==> src/olci_pkg.sv <==
`default_nettype none
package olci_pkg;

	// Register byte addresses
	localparam logic [31:0] OFS_CH_ENABLE   = 32'hf8038280;
	localparam logic [31:0] OFS_CH_DISABLE  = 32'hf8038284;
	localparam logic [31:0] OFS_CH_STATUS   = 32'hf8038288;
	localparam logic [31:0] OFS_IRQ_ENABLE  = 32'hf803828c;
	localparam logic [31:0] OFS_IRQ_DISABLE = 32'hf8038290;
	localparam logic [31:0] OFS_IRQ_MASK    = 32'hf8038294;
	localparam logic [31:0] OFS_IRQ_STATUS  = 32'hf8038298;

	// Channel enable and channel status fields
	localparam int BIT_CHAN_ON   = 0;
	localparam int BIT_ATTR      = 1;
	localparam int BIT_APPEND    = 2;
	// Channel disable fields
	localparam int BIT_STOP      = 0;
	localparam int BIT_ABORT     = 8;

	// Interrupt source layout: channel c, source s at SRC_BASE + CHAN_STRIDE*c + s
	localparam int N_CHAN        = 3;
	localparam int N_SRC         = 5;
	localparam int SRC_BASE      = 2;
	localparam int CHAN_STRIDE   = 8;
	localparam int SRC_XFER_END  = 0;
	localparam int SRC_DESC      = 1;
	localparam int SRC_HEAD      = 2;
	localparam int SRC_LIST_END  = 3;
	localparam int SRC_OVERFLOW  = 4;

	localparam logic [31:0] IRQ_VALID  = 32'h007c7c7c;
	localparam logic [31:0] REG_RESET  = 32'h00000000;

	typedef enum logic [1:0] {CH_OFF, CH_ON, CH_STOPPING} olci_chan_e;

	function automatic int src_bit(input int ch, input int src);
		return SRC_BASE + CHAN_STRIDE * ch + src;
	endfunction

endpackage
`default_nettype wire

==> src/olci_chan_irq.sv <==
`default_nettype none
module olci_chan_irq
(
	// Clock and reset
	input  wire logic                pclk,
	input  wire logic                presetn,
	// APB slave
	input  wire logic                psel,
	input  wire logic                penable,
	input  wire logic                pwrite,
	input  wire logic [31:0]         paddr,
	input  wire logic [31:0]         pwdata,
	output var  logic                pready,
	output var  logic [31:0]         prdata,
	output var  logic                pslverr,
	// Fetch engine events, one bit per channel: luma, U/UV, V
	input  wire logic [2:0]          evt_transfer_end,
	input  wire logic [2:0]          evt_descriptor_fetched,
	input  wire logic [2:0]          evt_head_fetched,
	input  wire logic [2:0]          evt_list_end,
	input  wire logic [2:0]          evt_overflow,
	// Frame timing and queue feedback
	input  wire logic                frame_start,
	input  wire logic                frame_end,
	input  wire logic                head_added,
	// Layer control towards the fetch engine
	output var  logic                layer_enable,
	output var  logic                layer_abort_now,
	output var  logic                attribute_apply,
	output var  logic                queue_append_request,
	// Interrupt
	output var  logic                layer_irq
);
	import olci_pkg::*;

	olci_chan_e  state_r;
	olci_chan_e  state_nxt;
	logic        attr_pending_r;
	logic        setup;
	logic        acc;
	logic        wr_on;
	logic        wr_attr;
	logic        wr_append;
	logic        wr_stop;
	logic        wr_abort;
	logic        wr_irq_en;
	logic        wr_irq_dis;
	logic        isr_clr;
	logic        irq_any;
	logic [31:0] ev_vec;
	logic [31:0] clr_vec;
	logic [31:0] flags_r;
	logic [31:0] mask_r;
	logic [31:0] rd_nxt;

	function automatic logic addr_ok(input logic [31:0] a);
		return a == OFS_CH_ENABLE || a == OFS_CH_DISABLE || a == OFS_CH_STATUS
			|| a == OFS_IRQ_ENABLE || a == OFS_IRQ_DISABLE || a == OFS_IRQ_MASK
			|| a == OFS_IRQ_STATUS;
	endfunction

	function automatic logic wr_hit(input logic a, input logic w,
			input logic [31:0] ad, input logic [31:0] ofs);
		return a && w && ad == ofs;
	endfunction

	// APB phases: one wait-free access after the setup cycle
	assign setup = psel && !penable;
	assign acc   = psel && penable && pready;

	assign wr_on      = wr_hit(acc, pwrite, paddr, OFS_CH_ENABLE) && pwdata[BIT_CHAN_ON];
	assign wr_attr    = wr_hit(acc, pwrite, paddr, OFS_CH_ENABLE) && pwdata[BIT_ATTR];
	assign wr_append  = wr_hit(acc, pwrite, paddr, OFS_CH_ENABLE) && pwdata[BIT_APPEND];
	assign wr_stop    = wr_hit(acc, pwrite, paddr, OFS_CH_DISABLE) && pwdata[BIT_STOP];
	assign wr_abort   = wr_hit(acc, pwrite, paddr, OFS_CH_DISABLE) && pwdata[BIT_ABORT];
	assign wr_irq_en  = wr_hit(acc, pwrite, paddr, OFS_IRQ_ENABLE);
	assign wr_irq_dis = wr_hit(acc, pwrite, paddr, OFS_IRQ_DISABLE);
	assign isr_clr    = wr_hit(acc, !pwrite, paddr, OFS_IRQ_STATUS);

	always_ff @(posedge pclk or negedge presetn)
	begin
		if (!presetn)
			pready <= 1'b0;
		else
			pready <= setup;
	end

	always_ff @(posedge pclk or negedge presetn)
	begin
		if (!presetn)
			pslverr <= 1'b0;
		else
			pslverr <= setup && !addr_ok(paddr);
	end

	// Place each channel's events on its source bits
	always_comb
	begin
		ev_vec = REG_RESET;
		for (int c = 0; c < N_CHAN; c++)
		begin
			// Each channel raises only its own group of flags
			ev_vec[src_bit(c, SRC_XFER_END)] = evt_transfer_end[c];
			ev_vec[src_bit(c, SRC_DESC)]     = evt_descriptor_fetched[c];
			ev_vec[src_bit(c, SRC_HEAD)]     = evt_head_fetched[c];
			ev_vec[src_bit(c, SRC_LIST_END)] = evt_list_end[c];
			ev_vec[src_bit(c, SRC_OVERFLOW)] = evt_overflow[c];
		end
	end

	assign clr_vec = {32{isr_clr}};

	olci_sticky_flags u_flags
	(
		.pclk    (pclk),
		.presetn (presetn),
		.set_vec (ev_vec),
		.clr_vec (clr_vec),
		.flags_r (flags_r)
	);

	olci_irq_mask u_mask
	(
		.pclk    (pclk),
		.presetn (presetn),
		.en_wr   (wr_irq_en),
		.dis_wr  (wr_irq_dis),
		.wdata   (pwdata),
		.mask_r  (mask_r)
	);

	// Read data is sampled in the setup cycle
	always_comb
	begin
		rd_nxt = REG_RESET;
		if (paddr == OFS_CH_STATUS)
		begin
			rd_nxt[BIT_CHAN_ON] = state_r != CH_OFF;
			rd_nxt[BIT_ATTR]    = attr_pending_r;
			rd_nxt[BIT_APPEND]  = queue_append_request;
		end
		else if (paddr == OFS_IRQ_MASK)
			rd_nxt = mask_r & IRQ_VALID;
		else if (paddr == OFS_IRQ_STATUS)
			// Include this cycle's events: they land before the clear edge
			rd_nxt = (flags_r | ev_vec) & IRQ_VALID;
	end

	always_ff @(posedge pclk or negedge presetn)
	begin
		if (!presetn)
			prdata <= REG_RESET;
		else if (setup && !pwrite)
			prdata <= rd_nxt;
	end

	// Channel state
	always_comb
	begin
		state_nxt = state_r;
		if (wr_abort)
			state_nxt = CH_OFF;
		else if (wr_on)
			state_nxt = CH_ON;
		else
		begin
			case (state_r)
				CH_ON:
					if (wr_stop)
						state_nxt = CH_STOPPING;
				CH_STOPPING:
					if (frame_end)
						state_nxt = CH_OFF;
				default:
					state_nxt = state_r;
			endcase
		end
	end

	always_ff @(posedge pclk or negedge presetn)
	begin
		if (!presetn)
		begin
			state_r      <= CH_OFF;
			layer_enable <= 1'b0;
		end
		else
		begin
			state_r      <= state_nxt;
			layer_enable <= state_nxt != CH_OFF;
		end
	end

	always_ff @(posedge pclk or negedge presetn)
	begin
		if (!presetn)
			layer_abort_now <= 1'b0;
		else
			layer_abort_now <= wr_abort;
	end

	// Attribute update waits for the next frame start
	always_ff @(posedge pclk or negedge presetn)
	begin
		if (!presetn)
			attr_pending_r <= 1'b0;
		else if (wr_attr)
			attr_pending_r <= 1'b1;
		else if (wr_abort || frame_start)
			attr_pending_r <= 1'b0;
	end

	always_ff @(posedge pclk or negedge presetn)
	begin
		if (!presetn)
			attribute_apply <= 1'b0;
		else
			attribute_apply <= frame_start && attr_pending_r;
	end

	// Append request held until the engine reports the head taken or an abort is written
	always_ff @(posedge pclk or negedge presetn)
	begin
		if (!presetn)
			queue_append_request <= 1'b0;
		else if (wr_append)
			queue_append_request <= 1'b1;
		else if (wr_abort || head_added)
			queue_append_request <= 1'b0;
	end

	assign irq_any = |(flags_r & mask_r);

	always_ff @(posedge pclk or negedge presetn)
	begin
		if (!presetn)
			layer_irq <= 1'b0;
		else
			layer_irq <= irq_any;
	end
endmodule
`default_nettype wire

==> src/olci_irq_mask.sv <==
`default_nettype none
module olci_irq_mask
(
	// Clock and reset
	input  wire logic        pclk,
	input  wire logic        presetn,
	// Enable and disable writes
	input  wire logic        en_wr,
	input  wire logic        dis_wr,
	input  wire logic [31:0] wdata,
	// Mask state
	output var  logic [31:0] mask_r
);
	import olci_pkg::*;

	always_ff @(posedge pclk or negedge presetn)
	begin
		if (!presetn)
			mask_r <= REG_RESET;
		else if (en_wr)
			mask_r <= mask_r | (wdata & IRQ_VALID);
		else if (dis_wr)
			mask_r <= mask_r & ~wdata;
	end
endmodule
`default_nettype wire

==> src/olci_sticky_flags.sv <==
`default_nettype none
module olci_sticky_flags
(
	// Clock and reset
	input  wire logic        pclk,
	input  wire logic        presetn,
	// Set and clear requests
	input  wire logic [31:0] set_vec,
	input  wire logic [31:0] clr_vec,
	// Flag state
	output var  logic [31:0] flags_r
);
	import olci_pkg::*;

	genvar i;
	generate
		for (i = 0; i < 32; i++)
		begin : g_flag
			if (IRQ_VALID[i])
			begin : g_used
				// A new event beats a read clear in the same cycle
				always_ff @(posedge pclk or negedge presetn)
				begin
					if (!presetn)
						flags_r[i] <= REG_RESET[i];
					else
						flags_r[i] <= set_vec[i] | (flags_r[i] & ~clr_vec[i]);
				end
			end
			else
			begin : g_rsvd
				assign flags_r[i] = 1'b0;
			end
		end
	endgenerate
endmodule
`default_nettype wire

==> config.mk <==
export PLATFORM = sky130hd
export DESIGN_NAME = olci_chan_irq
export DESIGN_NICKNAME = d
export VERILOG_FILES = /design/src/olci_pkg.sv /design/src/olci_chan_irq.sv /design/src/olci_irq_mask.sv /design/src/olci_sticky_flags.sv
export SDC_FILE = /design/constraint.sdc
export NUM_CORES = 1
export LEC_CHECK = 0
export ABC_CLOCK_PERIOD_IN_PS = 1650
export BUFFER_PORTS_ARGS = -buffer_cell sky130_fd_sc_hd__buf_2
export CORE_MARGIN = 2
export CORE_UTILIZATION = 43
export DETAILED_ROUTE_END_ITERATION = 6
export HOLD_SLACK_MARGIN = 0.12
export PLACE_DENSITY = 0.74
export SLEW_MARGIN = 5
export SYNTH_ARGS = -nofsm -noshare
export SYNTH_HDL_FRONTEND = slang
export SYNTH_SLANG_ARGS = --single-unit
==> constraint.sdc <==
create_clock -name pclk -period 1.65 [get_ports pclk]
set_clock_uncertainty 0.05 [all_clocks]
set_input_delay 0.165 -clock pclk [delete_from_list [all_inputs] [get_ports pclk]]
set_output_delay 0.165 -clock pclk [all_outputs]
set_load 0.1 [all_outputs]
# Word-level counts from Yosys, hierarchy flattened
# Cells that the tools add are included.
# op_classes
n_bitwise	36
reduce_logical	35
n_eq_ne	9
n_mux	15
# op_table
operator	n
== test 32 bit (second input constant)	7
2-to-1 mux 32 bit	2
2-to-1 mux 23 bit	2
bitwise AND 23 x 32 -> 32 bit	1
bitwise AND 32 bit	1
NOT 32 bit	1
bitwise OR 32 x 23 -> 32 bit	1
OR reduction 32 bit	1
bitwise OR 23 bit	1
2-to-1 mux 20 bit	1
logical AND 1 bit	18
bitwise AND 1 bit	15
bitwise OR 1 bit	15
nonzero test 2 bit	5
logical OR 1 bit	8
2-to-1 mux 2 bit	4
2-to-1 mux 1 bit	4
case mux 2 bit (2 select lines)	1
zero test 1 bit	3
2-to-1 mux 3 bit	1
== test 2 x 1 -> 1 bit (second input constant)	1
== test 2 bit (second input constant)	1
NOT 1 bit	1
# word_totals
inputBits	87
out_inout_bits	39
register_bits	89
wordCells	121

# Depth between registers and ports, before layout
# depth
ltp_word	10
mapped_depth	7
mapped_depth_nobuf	7

# Cells and area by module
# Synthesis repeated with hierarchy kept, for this count alone.
# hier_totals
cells_unflattened	346
area_unflattened_um2	3744.8
# modules_own_cells
module	instances	seq_area_each_um2	cells_each	area_each_um2
olci_chan_irq	1	675.6	199	1873.0
olci_irq_mask	1	800.8	84	1196.1
olci_sticky_flags	1	375.4	63	675.6

# Worst setup path after synthesis
# Ideal clock, no wire load.
# synth_timing
path_kind	register to register
start	register pready
end	register with a tool-made name
required_time_ns	1.477
setup_time_ns	0.123
arrival_time_ns	2.081
period_less_slack_ns	2.254
path_buffers	1
slack_ns	-0.604
stages_incl_launch_ff	7
path_cell_list	dfrtp_1 -> nand3_1 -> nor4_2 -> nand4_1 -> clkbuf_2 -> o21ai_0 -> nand2_1
# synth_rtl
element	line	source
start, declared	olci_chan_irq.sv:13	output var logic pready,
start signal, assigned	olci_chan_irq.sv:85	pready <= setup;

==> results.cfg <==
[critical_path]
critPathLaunchType = register
worstPathMaxFanout = 15
rr_startpoint = pready$_DFF_PN0_
path_class = reg -> reg
cp.arrival_ps = 1730
endpoint_kind = register
cp.required_ps = 1820
crit_start = pready$_DFF_PN0_

[yosys]
muxShareOfSynthArea = 0
synth-compound-area-share = 0.181
yosys_warnings = 0
synth_seq_cells = 57
async_flop_share = 1.00
synth_area_per_cell_um2 = 10.0
synth-edff-count = 0
postSynth.topFlopCell = dfrtp_1
syn_area_um2 = 2860
synthAdderAreaFrac = 0.0131
ys_seq_area_frac = 0.498
yosysUniqueCellTypes = 49
synth_top_family_by_area = simple AND/OR/NAND/NOR gates
synthCells = 286
synth_xor_area_frac = 0
synthSimpleGateAreaFrac = 0.223

[timing]
fin_crit_sh = 0.947
fmax_mhz = 640
setup_tns_ps = 0
slew_headroom = 0.653
rsz0062_at_grt = no
finalHoldViolCount = 0
setup_viol = 0
worst_slew_pin_slew_ps = 520
finalMaxSlewViolations = 0
fin_crit_ps = 1560

[cts]
root_buffer = clkbuf_8
clkTransAtPathRegs_ps = 60
numCtsBuffers = 9
postCtsSetupBuffers = 0
cts_tree = built
insertion_delay_ps = 330
h-tree-depth = 3
numClockSinks = 57
clock_path_buffers = 2

[place]
dp_hpwl_um = 5330
dp.cells = 468
io_buffers = 96
place_congestion = 0.825

[routing]
vias_per_cell = 5.10
drtIter0Drc = 106
drc_errors = 0
dr.pass1.iters = 5
wl_per_cell_um = 14.1
wl_um = 7330
ant_nets = 0
vias = 2653

[layout]
instances_no_fill = 520
final_core_util = 0.643
antenna_cells = 0
num-nets-final = 528
layout-drive-gt1-share = 0.330
syn_to_final_growth_pct = 43.5

[die]
io-pin-count = 126
start_util = 0.448
die_area_um2 = 7320
die_w_um = 85.6
rows = 29
core_area_um2 = 6390
die_h_um = 85.6

[min_path]
min_path_type = in -> reg
hp-start = psel

[flow_run]
maxCapViolations = 0

[global_routing]
grt_max_degree = 24
grt_pass1_wl_um = 12000
grt_use_total = 0.209
grt.overflow.total = 0
grt_pass1_vias = 2603
antenna_found_initial = 0

[pwr]
powerDensity_nw_per_um2 = 754
leakage_uw = 0.00207
peakVddDrop_mv = 0.491

[status]
status = finished, final reports clean
## power breakdown
group	switching [uW]	internal, uW	total [uW]
combinational	292	153	445
clock	511	734	1250
sequential	1.94	1400	1400
## synthesized netlist by cell type, drive strengths merged (2+ instances only)
| cell | number | area share |
|---|---|---|
| ha | 3 | 0.013 |
| a22oi | 18 | 0.047 |
| nand4 | 7 | 0.028 |
| o31ai | 3 | 0.0079 |
| nand2 | 38 | 0.050 |
| nand2b | 2 | 0.0044 |
| clkbuf | 5 | 0.0074 |
| dfrtp | 57 | 0.50 |
| o21ai | 31 | 0.054 |
| nor2b | 6 | 0.013 |
| nor4b | 3 | 0.019 |
| o32ai | 2 | 0.0061 |
| nor3 | 2 | 0.0052 |
| nand3 | 8 | 0.014 |
| inv | 22 | 0.029 |
| and4 | 2 | 0.0061 |
| a21o | 15 | 0.039 |
| nor4 | 6 | 0.031 |
| nor2 | 20 | 0.029 |
| buf | 18 | 0.048 |
## final cells by class
| class | instances | area, um2 |
|---|---|---|
| clock buffers | 13 | 149 |
| clock inverters | 3 | 40.0 |
| fillers | 522 | 2280 |
| inverters | 22 | 82.6 |
| multi-input cells | 198 | 1280 |
| flip-flops and latches | 57 | 1430 |
| well taps | 77 | 96.3 |
| repair buffers | 150 | 1030 |
## worst max-delay path: stages (launching register included)
cell,delay [ps]
dfrtp_4,420
nand3_4,90
nor4_4,290
nand4_1,140
buf_4,220
o21ai_0,170
nand2_1,60
## cell families (layout without fill, tap and decap cells)
kind of cell    after synthesis  in the layout
fa+ha+maj                     3              3
compound gates               78             78
buf+inv                      45            188
other cells                   1             15
simple gates                102            102
flops                        57             57
## metrics by stage
stage / cell area [um2] / hold slack [ps] / power (uW) / worst slack, ps
after CTS: 4090 / 178 / 3120 / 66.6
after detailed placement: 3540 / 121 / 1810 / -182
after floorplan: 2950 / -181 / 1670 / -129
final: 4110 / 193 / 3090 / 87.8
after global placement: 3540 / 110 / 1800 / -76.5
after global routing: 4110 / 188 / 3200 / 16.5
## final timing paths
check                      cells past startpoint  slack (ps)                            end
setup reg to reg                               6          90                       register
hold / removal                                 3         190              pslverr$_DFF_PN0_
hold reg to reg                                1         430      attribute_apply$_DFF_PN0_
max in group asynchronous                      3         730  u_flags.flags_r[22]$_DFF_PN0_
setup / recovery                               6          90                       register
min in group asynchronous                      2         290                      async pin
## timing repair
item	4_1_cts	5_1_grt
hold buffers	36	0
endpoints found under the setup margin	0	2
endpoints found under the hold margin	67	0
gates resized for setup	0	3
## layer usage
metal / global-route usage / up-vias / share of wire
li1: - / 1286 / -
met4: 0.0722 / 0 / 0.018
met5: 0 / - / 0
met3: 0.0462 / 15 / 0.054
met2: 0.366 / 83 / 0.52
met1: 0.256 / 1269 / 0.41
## cell usage in the layout (no fill, tap or decap), drive strengths merged, types with 15 or more instances in the layout
cell	n
a22oi	18
nor2	20
a21o	15
nand2	38
dlygate4sd3	36
buf	114
dfrtp	57
inv	22
o21ai	31
conb	15
Power figures use the tool's default switching activity.
